[src/logic/cems_map.svh]
// Constants for the exception mask and status block
// Functional notes
// [RULE_01] Exception number in status bits 8:0
// [RULE_02] Conditional state in bits 26:25, 15:10
// [RULE_03] Compact-instruction state bit at 24
// [RULE_04] Software read of execution status returns zero
// [RULE_05] Software write to execution status ignored
// [RULE_06] Interrupted multiple saves next operand bits 15:12
// [RULE_07] Resume multiple from saved operand field
// [RULE_08] Progress state keeps 26:25, 11:10 zero
// [RULE_09] Conditional block covers at most four instructions
// [RULE_10] State bit cleared only by listed events
// [RULE_11] Execution with state bit zero faults
// [RULE_12] Mask bit blocks configurable-priority exceptions
// [RULE_13] Fault mask blocks all but nonmaskable
// [RULE_14] Fault mask cleared on non-nonmaskable exit
// [RULE_15] Nonzero threshold blocks priority greater-or-equal
// [RULE_16] Threshold low bits read zero, ignore writes
// [RULE_17] Thread control bit 2 flags float context
// [RULE_18] Handler mode uses main stack, ignores select
// [RULE_19] Entry and return update thread control
// [RULE_20] Thread stack switches by write or return
// [RULE_21] Software follows stack change with barrier
// [RULE_22] Every handler except reset runs in Handler
// [RULE_23] Thread control bit 1 selects stack pointer
`ifndef CEMS_MAP_SVH
`define CEMS_MAP_SVH
// Special register selectors
`define CEMS_SEL_CURRENT_EXCEPTION_NUMBER_NUM   3'h0
`define CEMS_SEL_EXEC       3'h1
`define CEMS_SEL_CFG_MASK   3'h2
`define CEMS_SEL_FAULT_MASK 3'h3
`define CEMS_SEL_THRESH     3'h4
`define CEMS_SEL_CTRL       3'h5
// Field positions
`define CEMS_EXC_HI        8
`define CEMS_CB_HI_HI      26
`define CEMS_CB_HI_LO      25
`define CEMS_STATE_BIT     24
`define CEMS_CB_LO_HI      15
`define CEMS_CB_LO_LO      10
`define CEMS_PROG_HI       15
`define CEMS_PROG_LO       12
`define CEMS_CTRL_FLOAT    2
`define CEMS_CTRL_STACK    1
// Exception numbers
`define CEMS_EXC_THREAD    9'h000
`define CEMS_EXC_NMI       9'h002
`define CEMS_EXC_ESC_FAULT 9'h003
`define CEMS_EXC_FIRST_CFG 9'h004
`define CEMS_EXC_ILLEGAL   9'h006
// Return code bits: bit 3 back to thread, bit 2 process stack, bit 4 clear = float frame
`define CEMS_RET_THREAD    3
`define CEMS_RET_PSTACK    2
`define CEMS_RET_NOFLOAT   4
// Reset values and block length limit
`define CEMS_EXEC_RST      32'h0100_0000
`define CEMS_ZERO32        32'h0000_0000
`define CEMS_MAX_CB_LEN    3'h4
`endif

[src/logic/cems_pkg.sv]
// Types for the exception mask and status block
package cems_pkg;
  // Software special register access
  typedef struct packed {
    logic        rd;
    logic        wr;
    logic [2:0]  sel;
    logic [31:0] wdata;
  } cems_sreg_req_s;
  // Core pipeline events
  typedef struct packed {
    logic        entry;
    logic [8:0]  entry_num;
    logic        entry_vec_b0;
    logic        ret;
    logic [31:0] ret_code;
    logic [8:0]  ret_num;
    logic [31:0] ret_psr;
    logic        interwork;
    logic        interwork_b0;
    logic        multi_int;
    logic [3:0]  multi_next;
    logic        multi_done;
    logic        cb_open;
    logic [7:0]  cb_state;
    logic        cb_step;
    logic        float_use;
  } cems_core_ev_s;
  typedef enum logic [1:0] {CEMS_IDLE, CEMS_SUSPENDED, CEMS_RESUMING} cems_multi_e;
  typedef struct packed {
    logic [8:0]  exc_num;
    logic [7:0]  cb_state;
    logic        state_bit;
    logic [3:0]  prog;
    cems_multi_e mst;
    logic        cfg_mask;
    logic        fault_mask;
    logic [7:0]  thresh;
    logic        stack_sel;
    logic        float_act;
    logic [31:0] rdata;
  } cems_state_s;
endpackage
[src/logic/cems_core_status.sv]
// Exception number, execution state, mask and thread control registers
`timescale 1ns/100ps
`include "cems_map.svh"
module cems_core_status
  import cems_pkg::*;
#(
  parameter int PRIO_BITS = 4
) (
  // Clock and reset
  input  wire logic           core_clk,
  input  wire logic           rst_n,
  // Special register access
  input  wire cems_sreg_req_s sreg_req,
  output logic [31:0]         sreg_rdata,
  // Core events
  input  wire cems_core_ev_s  core_ev,
  input  wire logic           exec_attempt,
  input  wire logic           reset_vec_b0,
  input  wire logic [7:0]     pend_prio,
  input  wire logic [8:0]     pend_num,
  // Status to the core
  output logic                handler_mode,
  output logic                use_process_stack,
  output logic                float_preserve,
  output logic                pend_allowed,
  output logic                state_fault,
  output logic                multi_resume,
  output logic [3:0]          resume_reg,
  output logic [31:0]         exec_status
);
  initial begin
    if (PRIO_BITS < 1 || PRIO_BITS > 8) begin
      $error("PRIO_BITS must be 1..8");
    end
  end

  localparam logic [7:0] PRIO_MASK = 8'(8'hff << (8 - PRIO_BITS));

  cems_state_s s_q;
  cems_state_s s_d;
  logic        boot_q;

  // Next-state logic for all special state
  always_comb begin
    s_d = s_q;
    s_d.rdata = `CEMS_ZERO32;
    // [RULE_22] handler mode entry
    if (core_ev.entry) begin
      s_d.exc_num = core_ev.entry_num;
      // [RULE_10] vector bit zero
      s_d.state_bit = core_ev.entry_vec_b0;
      // [RULE_18] handler stack fixed
      s_d.stack_sel = 1'b0;
      // [RULE_19] entry updates control
      s_d.float_act = 1'b0;
      s_d.cb_state = 8'h00;
    end else if (core_ev.ret) begin
      // [RULE_14] clear fault mask
      if (s_q.exc_num != `CEMS_EXC_NMI) begin
        s_d.fault_mask = 1'b0;
      end
      s_d.exc_num = core_ev.ret_code[`CEMS_RET_THREAD] ? `CEMS_EXC_THREAD : core_ev.ret_num;
      // [RULE_20] return selects stack
      s_d.stack_sel = core_ev.ret_code[`CEMS_RET_THREAD] & core_ev.ret_code[`CEMS_RET_PSTACK];
      // [RULE_19] return updates control
      s_d.float_act = ~core_ev.ret_code[`CEMS_RET_NOFLOAT];
      // [RULE_10] restored stacked status
      s_d.state_bit = core_ev.ret_psr[`CEMS_STATE_BIT];
      s_d.cb_state = {core_ev.ret_psr[`CEMS_CB_HI_HI:`CEMS_CB_HI_LO],
                      core_ev.ret_psr[`CEMS_CB_LO_HI:`CEMS_CB_LO_LO]};
    end else if (core_ev.interwork) begin
      // [RULE_10] branch exchange or pop
      s_d.state_bit = core_ev.interwork_b0;
    end
    // Conditional block tracking, length limited to four
    if (core_ev.cb_open) begin
      // [RULE_09] block length check
      s_d.cb_state = (core_ev.cb_state[2:0] == 3'h0) ? 8'h00 : core_ev.cb_state;
    end else if (core_ev.cb_step && s_q.cb_state != 8'h00) begin
      s_d.cb_state = (s_q.cb_state[3:0] == 4'h8) ? 8'h00
                   : {s_q.cb_state[7:5], s_q.cb_state[4:0] << 1};
    end
    // Multiple transfer suspend and resume
    case (s_q.mst)
      CEMS_IDLE: begin
        if (core_ev.multi_int) begin
          // [RULE_06] save next operand
          s_d.prog = core_ev.multi_next;
          s_d.mst = CEMS_SUSPENDED;
          // [RULE_08] progress clears block
          s_d.cb_state = 8'h00;
        end
      end
      CEMS_SUSPENDED: begin
        if (core_ev.ret && core_ev.ret_code[`CEMS_RET_THREAD]) begin
          s_d.mst = CEMS_RESUMING;
        end
      end
      CEMS_RESUMING: begin
        if (core_ev.multi_done) begin
          s_d.mst = CEMS_IDLE;
          s_d.prog = 4'h0;
        end else if (core_ev.multi_int) begin
          s_d.prog = core_ev.multi_next;
          s_d.mst = CEMS_SUSPENDED;
        end
      end
      default: begin
        s_d.mst = CEMS_IDLE;
      end
    endcase
    // [RULE_08] progress excludes block
    if (s_d.mst != CEMS_IDLE) begin
      s_d.cb_state = 8'h00;
    end
    // Software writes
    if (sreg_req.wr) begin
      case (sreg_req.sel)
        `CEMS_SEL_CFG_MASK: begin
          s_d.cfg_mask = sreg_req.wdata[0];
        end
        `CEMS_SEL_FAULT_MASK: begin
          s_d.fault_mask = sreg_req.wdata[0];
        end
        `CEMS_SEL_THRESH: begin
          // [RULE_16] low bits unimplemented
          s_d.thresh = sreg_req.wdata[7:0] & PRIO_MASK;
        end
        `CEMS_SEL_CTRL: begin
          // [RULE_18] ignore select in handler
          if (s_q.exc_num == `CEMS_EXC_THREAD && !core_ev.entry) begin
            // [RULE_23] stack select bit
            s_d.stack_sel = sreg_req.wdata[`CEMS_CTRL_STACK];
          end
          s_d.float_act = sreg_req.wdata[`CEMS_CTRL_FLOAT];
        end
        // [RULE_05] execution status write ignored
        default: begin
          s_d.exc_num = s_d.exc_num;
        end
      endcase
    end
    // [RULE_17] float context set by use
    if (core_ev.float_use) begin
      s_d.float_act = 1'b1;
    end
    // Software reads, registered
    if (sreg_req.rd) begin
      case (sreg_req.sel)
        // [RULE_01] exception number field
        `CEMS_SEL_CURRENT_EXCEPTION_NUMBER_NUM:   s_d.rdata = {23'h0, s_q.exc_num};
        `CEMS_SEL_CFG_MASK:   s_d.rdata = {31'h0, s_q.cfg_mask};
        `CEMS_SEL_FAULT_MASK: s_d.rdata = {31'h0, s_q.fault_mask};
        `CEMS_SEL_THRESH:     s_d.rdata = {24'h0, s_q.thresh};
        `CEMS_SEL_CTRL:       s_d.rdata = {29'h0, s_q.float_act, s_q.stack_sel, 1'b0};
        // [RULE_04] execution status reads zero
        default:              s_d.rdata = `CEMS_ZERO32;
      endcase
    end
  end

  // Single register for all state; reset vector bit captured after release
  always_ff @(posedge core_clk) begin
    if (!rst_n) begin
      s_q <= '{exc_num: `CEMS_EXC_THREAD, cb_state: 8'h00, state_bit: 1'b1, prog: 4'h0,
               mst: CEMS_IDLE, cfg_mask: 1'b0, fault_mask: 1'b0, thresh: 8'h00,
               stack_sel: 1'b0, float_act: 1'b0, rdata: `CEMS_ZERO32};
      boot_q <= 1'b1;
    end else begin
      s_q <= s_d;
      boot_q <= 1'b0;
      // [RULE_10] reset vector bit zero
      if (boot_q) begin
        s_q.state_bit <= reset_vec_b0;
      end
    end
  end

  // Execution status view for the stacking logic
  always_comb begin
    exec_status = `CEMS_ZERO32;
    // [RULE_03] state bit position
    exec_status[`CEMS_STATE_BIT] = s_q.state_bit;
    if (s_q.mst != CEMS_IDLE) begin
      exec_status[`CEMS_PROG_HI:`CEMS_PROG_LO] = s_q.prog;
    end else begin
      // [RULE_02] split block fields
      exec_status[`CEMS_CB_HI_HI:`CEMS_CB_HI_LO] = s_q.cb_state[7:6];
      exec_status[`CEMS_CB_LO_HI:`CEMS_CB_LO_LO] = s_q.cb_state[5:0];
    end
  end

  // Masking of a pending exception; NMI and escalated fault have fixed priority
  always_comb begin
    pend_allowed = 1'b1;
    // [RULE_13] fault mask
    if (s_q.fault_mask && pend_num != `CEMS_EXC_NMI) begin
      pend_allowed = 1'b0;
    end
    // [RULE_12] configurable mask
    if (s_q.cfg_mask && pend_num >= `CEMS_EXC_FIRST_CFG) begin
      pend_allowed = 1'b0;
    end
    // [RULE_15] threshold compare
    if (s_q.thresh != 8'h00 && pend_num >= `CEMS_EXC_FIRST_CFG
        && (pend_prio & PRIO_MASK) >= s_q.thresh) begin
      pend_allowed = 1'b0;
    end
  end

  // Read data, mode, stack, float, fault and resume outputs
  assign sreg_rdata        = s_q.rdata;
  assign handler_mode      = (s_q.exc_num != `CEMS_EXC_THREAD);
  // [RULE_20] thread stack choice
  assign use_process_stack = ~handler_mode & s_q.stack_sel;
  assign float_preserve    = s_q.float_act;
  // [RULE_11] state bit fault
  assign state_fault       = exec_attempt & ~s_q.state_bit;
  // [RULE_07] resume from saved operand
  assign multi_resume      = (s_q.mst == CEMS_RESUMING);
  assign resume_reg        = s_q.prog;
endmodule

[config.mk]
export PLATFORM = sky130hd
export DESIGN_NAME = cems_core_status
export DESIGN_NICKNAME = d
export VERILOG_FILES = /design/src/logic/cems_pkg.sv /design/src/logic/cems_core_status.sv
export VERILOG_INCLUDE_DIRS = /design/src /design/src/logic
export SDC_FILE = /design/constraint.sdc
export NUM_CORES = 1
export LEC_CHECK = 0
export BUFFER_PORTS_ARGS = -buffer_cell sky130_fd_sc_hd__buf_2
export CAP_MARGIN = 20
export CORE_UTILIZATION = 30
export CTS_BUF_LIST = sky130_fd_sc_hd__clkbuf_4 sky130_fd_sc_hd__clkbuf_8 sky130_fd_sc_hd__clkbuf_16
export DETAILED_ROUTE_END_ITERATION = 8
export PLACE_DENSITY = 0.69
export SLEW_MARGIN = 20
export SYNTH_ARGS = -nofsm -noshare
export SYNTH_HDL_FRONTEND = slang
export SYNTH_SLANG_ARGS = --single-unit
[constraint.sdc]
create_clock -name core_clk -period 1.7 [get_ports core_clk]
set_clock_uncertainty 0.1 [all_clocks]
set_input_delay 0.34 -clock core_clk [delete_from_list [all_inputs] [get_ports core_clk]]
set_output_delay 0.34 -clock core_clk [all_outputs]
set_load 0.01 [all_outputs]
==> flow_summary.yaml, run 1 <==
yosys:
  synth_warnings: 0
  synth_ff_type: "sky130_fd_sc_hd__dfxtp_1"
  synthArstFlopShare_pct: 0
  yosys-top-cells-count: "sky130_fd_sc_hd__buf_4, sky130_fd_sc_hd__dfxtp_1, sky130_fd_sc_hd__nor2_1"
  netlist.top_cell.by_area: "sky130_fd_sc_hd__dfxtp_1"
  synth_seq_cells: 42
  synth.top_cells.by_area: "sky130_fd_sc_hd__dfxtp_1, sky130_fd_sc_hd__buf_4, sky130_fd_sc_hd__mux2i_1, sky130_fd_sc_hd__a221oi_1, sky130_fd_sc_hd__nor2_1"
  synth.avg_cell_area_um2: 8.41
  synth-edff-count: 0
  synth_cells: 314
  synth_most_common_cell: "sky130_fd_sc_hd__buf_4"
  post_synth_num_cell_types: 40
  ys_seq_area_share_pct: 31.8
  synth.top_cell.area_share_pct: 31.8
  post_synth_design_cell_area_um2: 2640
floorplanning:
  num_rows: 33
  initial_utilization_pct: 31.5
  chipWidth_um: 95.8
  die_height_um: 95.8
  floorplan.core_area_um2: 8380
  floorplan.die_area_um2: 9180
  pin_count: 236
route:
  ant_nets: 0
  detailedRoute.firstIterationViolations: 107
  drt_drc_violations_left: 0
  wl_per_cell_um: 13.7
  vias: 2578
  met2WireLength_um: 3740
  drt-vias-per-instance: 4.73
  met3_wirelength_um: 477
  top_signal_layer_used: "met4"
  dr.pass1.iters: 4
  detail_route.wirelength.met1_um: 3180
  wl_um: 7490
power_and_ir_drop:
  switching_power_share_of_the_total_pct: 29.6
  p_clk_share_pct: 33.4
  intPower_mw: 1.77
  irDropWorstVdd_mv: 0.363
  power.combinational.fraction_pct: 24.9
  power.net_switching_mw: 0.745
  power_per_cell_area_nw_per_um2: 695
  p_leak_nw: 1.75
  total_power_mw: 2.52
  p_seq_share_pct: 41.8
placement:
  dp_cells: 532
  gpl.final_weighted_congestion: 0.781
  post_dp_cell_area_um2: 3260
  port_buffer_count: 108
  dp.final_hpwl_um: 5520
  preCtsSetupSlack_ns: -0.182
cts:
  cts.root.buffer_cell: "sky130_fd_sc_hd__clkbuf_8"
  cts_made_buffers: 5
  h_tree_levels: 2
  cts_max_path_buffers: 2
  clk_latency_ns: 0.30
  clkSlewWorstSetupHoldPaths_ns: 0.09
  clock_tree_from_tritoncts: "yes"
  cts_num_sinks: 42
timing:
  timing.final.crit_period_ns: 2.18
  final_max_slew_viol_count: 0
  relSlewSlack_pct: 58.2
  rsz0062_at_grt: "yes"
  max_slew.worst_pin.slew_ns: 0.625
  period_share_pct: 128
  worst_slack_ns: -0.484
  setup_viol: 14
  upper_clock_frequency_limit_ghz: 0.458
  final_hold_violating_endpoints: 0
  final.hold.worst_slack_ns: 0.161
finish:
  layout-area-overhead-vs-synth_pct: 37.1
  final_non_filler_cell_total: 545
  antenna_cells_inserted: 0
  largest_register_ffs: 26
  nets: 605
  fill_count: 870
  fin_area_um2: 3620
  post_route_cells_drive_above_1_share_pct: 44.5
critical_path:
  cp-startpoint: "s_q[59]$_SDFFE_PN0P_"
  cp.arrival_ns: 1.74
  timing.critical_path.fanout_max: 2
  critical-path-max-stage-delay_ns: 0.54
  cpMaxStageDelayCell: "sky130_fd_sc_hd__or4_4"
  cp.required_ns: 1.26
  endpoint_kind: "output pin"
  critical_path_buf_inv_count: 1
  critical_path.cell_chain: "or4_4 -> or3_4 -> nor2_4 -> buf_6"
  timing.critical_path.from_type: "flop"
  r2r.worst_path.cells: 7
  critical_path_class: "flop to output pin"
  reg2reg_from: "s_q[63]$_SDFFE_PN0P_"
  critical_path.top_delay_family: "simple AND/OR/NAND/NOR gates"
  worstSetupPathDepth: 4
grt:
  grt_max_degree: 32
  first_global_vias: 2413
  first_pass_grt_wire_length_um: 11200
  grt.overflow.total: 0
  grt_antenna_before_repair: 0
  grt.total_usage_pct: 15.8
hold_path:
  worstHoldPathType: "input pin to flop"
  holdPathStages: 3
  worstHoldStart: "core_ev[0]"
run_status:
  outcome: "finished with violations"
  violations: "setup timing"
job:
  max-cap-violations: 0
==> cells by family (layout without fill, tap and decap cells) <==
kind of cell    count (synthesis)  count (layout)  synth area share, %
mux                            29              29                 11.2
other cells                     1              46                0.142
compound gates                 45              45                 13.3
flops                          42              42                 31.8
fa+ha+maj                       4               4                 1.89
buf+inv                        83             164                 20.4
simple gates                  110             110                 21.2
==> power groups by stage <==
stage	Sequential, mW	Clock [mW]	Combinational [mW]
after floorplan	1.07	0	0.375
after global placement	1.07	0	0.529
after detailed placement	1.07	0	0.537
after CTS	1.05	0.862	0.576
after global routing	1.06	0.920	0.688
final	1.05	0.840	0.626
==> timing repair <==
item	in CTS	in global routing
resized for setup	19	35
pin swaps	3	19
setup buffers	4	1
hold buffers	0	0
endpoints found under the setup margin	11	19
==> per-stage QoR <==
step                TNS [ns]  utilization [%]
floorplan            -0.0990                -
global placement      -0.542             38.9
detailed placement    -0.562             38.9
CTS                    -1.78             41.6
global route           -3.03             43.2
finish                 -2.01             43.2
==> layer usage <==
layer	up-vias	GRT usage (%)
met5	-	0
met4	0	4.23
met3	14	3.24
met2	125	26.7
met1	1197	20.4
li1	1242	-
==> final cells by class <==
class	instances	area, um^2	area share (%)
Sequential cell	42	857	23.7
Tap cell	105	131	3.63
Clock inverter	3	48.8	1.35
Timing Repair Buffer	146	911	25.1
Clock buffer	5	68.8	1.90
Multi-Input combinational cell	234	1570	43.3
Inverter	10	37.5	1.04
==> path summary, 6_finish.rpt <==
kind / slack [ns] / to
max: -0.48 / use_process_stack
min: 0.16 / float_preserve$_SDFF_PN0_
max reg2reg: -0.27 / s_q[33]$_SDFF_PN0_
min reg2reg: 0.40 / sreg_rdata[1]$_SDFF_PN0_
==> worst min-delay path, cell delays in order <==
cell and delay (ns):
sky130_fd_sc_hd__buf_2 0.07, sky130_fd_sc_hd__a211oi_1 0.04, sky130_fd_sc_hd__nor2_1 0.07
==> placed cells by master (no fill, tap or decap), types with 2 or more instances in the layout <==
cell type / count
sky130_fd_sc_hd__buf_2: 100
sky130_fd_sc_hd__conb_1: 46
sky130_fd_sc_hd__dfxtp_1: 33
sky130_fd_sc_hd__nor2_1: 32
sky130_fd_sc_hd__buf_4: 31
sky130_fd_sc_hd__mux2i_1: 24
sky130_fd_sc_hd__nor2b_1: 16
sky130_fd_sc_hd__nor3_1: 16
sky130_fd_sc_hd__buf_6: 14
sky130_fd_sc_hd__nand2_1: 13
sky130_fd_sc_hd__inv_1: 10
sky130_fd_sc_hd__a221oi_1: 10
sky130_fd_sc_hd__dfxtp_2: 7
sky130_fd_sc_hd__a221oi_2: 6
sky130_fd_sc_hd__clkbuf_8: 5
sky130_fd_sc_hd__or4_4: 4
sky130_fd_sc_hd__mux2_4: 4
sky130_fd_sc_hd__a21oi_1: 4
sky130_fd_sc_hd__o21ai_0: 4
sky130_fd_sc_hd__a22oi_1: 4
sky130_fd_sc_hd__and3_1: 4
sky130_fd_sc_hd__ha_1: 4
sky130_fd_sc_hd__and2_4: 3
sky130_fd_sc_hd__nand3_1: 3
sky130_fd_sc_hd__a21boi_0: 3
sky130_fd_sc_hd__nand2_2: 3
sky130_fd_sc_hd__a211oi_1: 3
sky130_fd_sc_hd__nor2_4: 2
sky130_fd_sc_hd__o21ai_1: 2
sky130_fd_sc_hd__or3_1: 2
sky130_fd_sc_hd__nand2_4: 2
sky130_fd_sc_hd__a32oi_1: 2
sky130_fd_sc_hd__dfxtp_4: 2
No activity file was read; power rests on OpenSTA's default activity.
==> inputs of run 2 (changes only) <==
Settings changed: RECOVER_POWER set to 100.
==> flow_summary.yaml, run 2 (synthesis results as in run 1) <==
cts:
  clk_latency_ns: 0.30
  cts_num_sinks: 42
  cts_made_buffers: 5
  clock_tree_from_tritoncts: "yes"
  cts_max_path_buffers: 2
  cts.root.buffer_cell: "sky130_fd_sc_hd__clkbuf_8"
  h_tree_levels: 2
  clkSlewWorstSetupHoldPaths_ns: 0.09
critical_path:
  critical_path_class: "flop to output pin"
  critical_path.top_delay_family: "simple AND/OR/NAND/NOR gates"
  critical_path.cell_chain: "or4_4 -> or3_4 -> nor2_4 -> buf_6"
  cp.required_ns: 1.26
  critical_path_buf_inv_count: 1
  endpoint_kind: "output pin"
  r2r.worst_path.cells: 7
  reg2reg_setup_slack_ns: -0.28
  cp.arrival_ns: 1.74
  timing.critical_path.from_type: "flop"
  critical_path.reg2reg.endpoint: "s_q[33]$_SDFF_PN0_"
  reg2reg_from: "s_q[63]$_SDFFE_PN0P_"
  timing.critical_path.fanout_max: 2
  critical-path-max-stage-delay_ns: 0.54
  cpMaxStageDelayCell: "sky130_fd_sc_hd__or4_4"
floorplanning:
  pin_count: 236
  floorplan.die_area_um2: 9180
  chipWidth_um: 95.8
  initial_utilization_pct: 31.5
  die_height_um: 95.8
  floorplan.core_area_um2: 8380
  num_rows: 33
route:
  dr.pass1.iters: 4
  vias: 2581
  detailedRoute.firstIterationViolations: 131
  wl_per_cell_um: 13.8
  wl_um: 7500
  drt_drc_violations_left: 0
  drt-vias-per-instance: 4.74
  ant_nets: 0
hold_path:
  holdPathStages: 3
  hold_path_end: "float_preserve$_SDFF_PN0_"
  worstHoldStart: "core_ev[0]"
  worstHoldPathType: "input pin to flop"
timing:
  max_slew.worst_pin.slew_ns: 0.866
  setup_viol: 16
  rsz0062_at_grt: "yes"
  relSlewSlack_pct: 42.3
  final_hold_violating_endpoints: 0
  period_share_pct: 129
  final_max_slew_viol_count: 0
  upper_clock_frequency_limit_ghz: 0.458
  worst_slack_ns: -0.485
  timing.final.crit_period_ns: 2.18
placement:
  dp.final_hpwl_um: 5520
  port_buffer_count: 108
  gpl.final_weighted_congestion: 0.781
  post_dp_cell_area_um2: 3260
run_status:
  outcome: "finished with violations"
  violations: "setup timing"
grt:
  grt.total_usage_pct: 15.8
  grt_max_degree: 32
  grt.overflow.total: 0
  grt_antenna_before_repair: 0
  first_pass_grt_wire_length_um: 11200
  first_global_vias: 2413
finish:
  nets: 605
  layout.cells.most_common_list: "sky130_fd_sc_hd__buf_2, sky130_fd_sc_hd__conb_1, sky130_fd_sc_hd__dfxtp_1"
  fin_area_um2: 3570
  post_route_cells_drive_above_1_share_pct: 38.9
  most_frequent_standard_cell_in_the_layout_excluding_fill_and_tap_cells: "sky130_fd_sc_hd__buf_2"
  largest_register_ffs: 26
  fill_count: 887
  antenna_cells_inserted: 0
  layout-area-overhead-vs-synth_pct: 35.1
power_and_ir_drop:
  p_leak_nw: 1.65
  irDropWorstVdd_mv: 0.363
  total_power_mw: 2.51
  power_per_cell_area_nw_per_um2: 703
job:
  max-cap-violations: 0
==> run 2: how the worst max path moves through the flow <==
stage | startpoint | endpoint | depth (start not counted) | slack [ns]
detailed placement | s_q[61]$_SDFFE_PN0P_ | use_process_stack | 4 | -0.18
floorplan | s_q[65]$_SDFFE_PN0P_ | use_process_stack | 3 | -0.1
CTS | s_q[61]$_SDFFE_PN0P_ | use_process_stack | 4 | -0.51
global placement | s_q[65]$_SDFFE_PN0P_ | use_process_stack | 4 | -0.18
finish | s_q[59]$_SDFFE_PN0P_ | use_process_stack | 4 | -0.48
global route | s_q[59]$_SDFFE_PN0P_ | use_process_stack | 4 | -0.53
==> run 2: timing repair <==
| action | CTS | global route |
|---|---|---|
| setup buffers | 4 | 1 |
| endpoints found under the hold margin | 0 | 0 |
| hold buffers | 0 | 0 |
| resized for setup | 19 | 35 |
| setup endpoints to repair | 11 | 19 |
| pin swaps | 3 | 19 |
==> run 2: area by class of cell <==
class	instances	area [um^2]	share of cell area [%]
Sequential cell	42	852	23.9
Clock buffer	5	68.8	1.93
Tap cell	105	131	3.68
Multi-Input combinational cell	234	1570	43.9
Clock inverter	3	48.8	1.37
Inverter	10	37.5	1.05
Timing Repair Buffer	146	863	24.2
==> run 2: power by group <==
part / internal, mW / total, mW / switching [mW]
Combinational: 0.290 / 0.613 / 0.323
Sequential: 1.02 / 1.05 / 0.0291
Clock: 0.448 / 0.843 / 0.395
Total: 1.76 / 2.51 / 0.747
==> run 2: metrics by stage <==
step	setup WS, ns	hold WS, ns	std cells	utilization, %	TNS [ns]
global placement	-0.180	0.373	532	38.9	-0.542
CTS	-0.509	0.153	544	41.6	-1.78
global route	-0.535	0.152	545	42.6	-3.22
floorplan	-0.0990	0.316	359	-	-0.0990
finish	-0.485	0.160	545	42.6	-2.06
detailed placement	-0.182	0.373	532	38.9	-0.562
==> run 2: per-layer routing <==
layer | part of all wire [%] | wire (um) | track usage, % | vias up
li1 | - | - | - | 1245
met1 | 42 | 3170 | 20.4 | 1202
met5 | 0 | 0 | 0 | -
met3 | 6.5 | 486 | 3.24 | 8
met2 | 50 | 3760 | 26.7 | 126
met4 | 1.0 | 78 | 4.23 | 0
==> run 2: worst reg2reg max path, stage by stage (launching register included) <==
cell                      delay [ns]
sky130_fd_sc_hd__dfxtp_2        0.33
sky130_fd_sc_hd__or4_4          0.54
sky130_fd_sc_hd__buf_4          0.15
sky130_fd_sc_hd__buf_6          0.10
sky130_fd_sc_hd__buf_6          0.11
sky130_fd_sc_hd__nor4b_4        0.25
sky130_fd_sc_hd__mux2i_1        0.20
sky130_fd_sc_hd__nor3_1         0.06
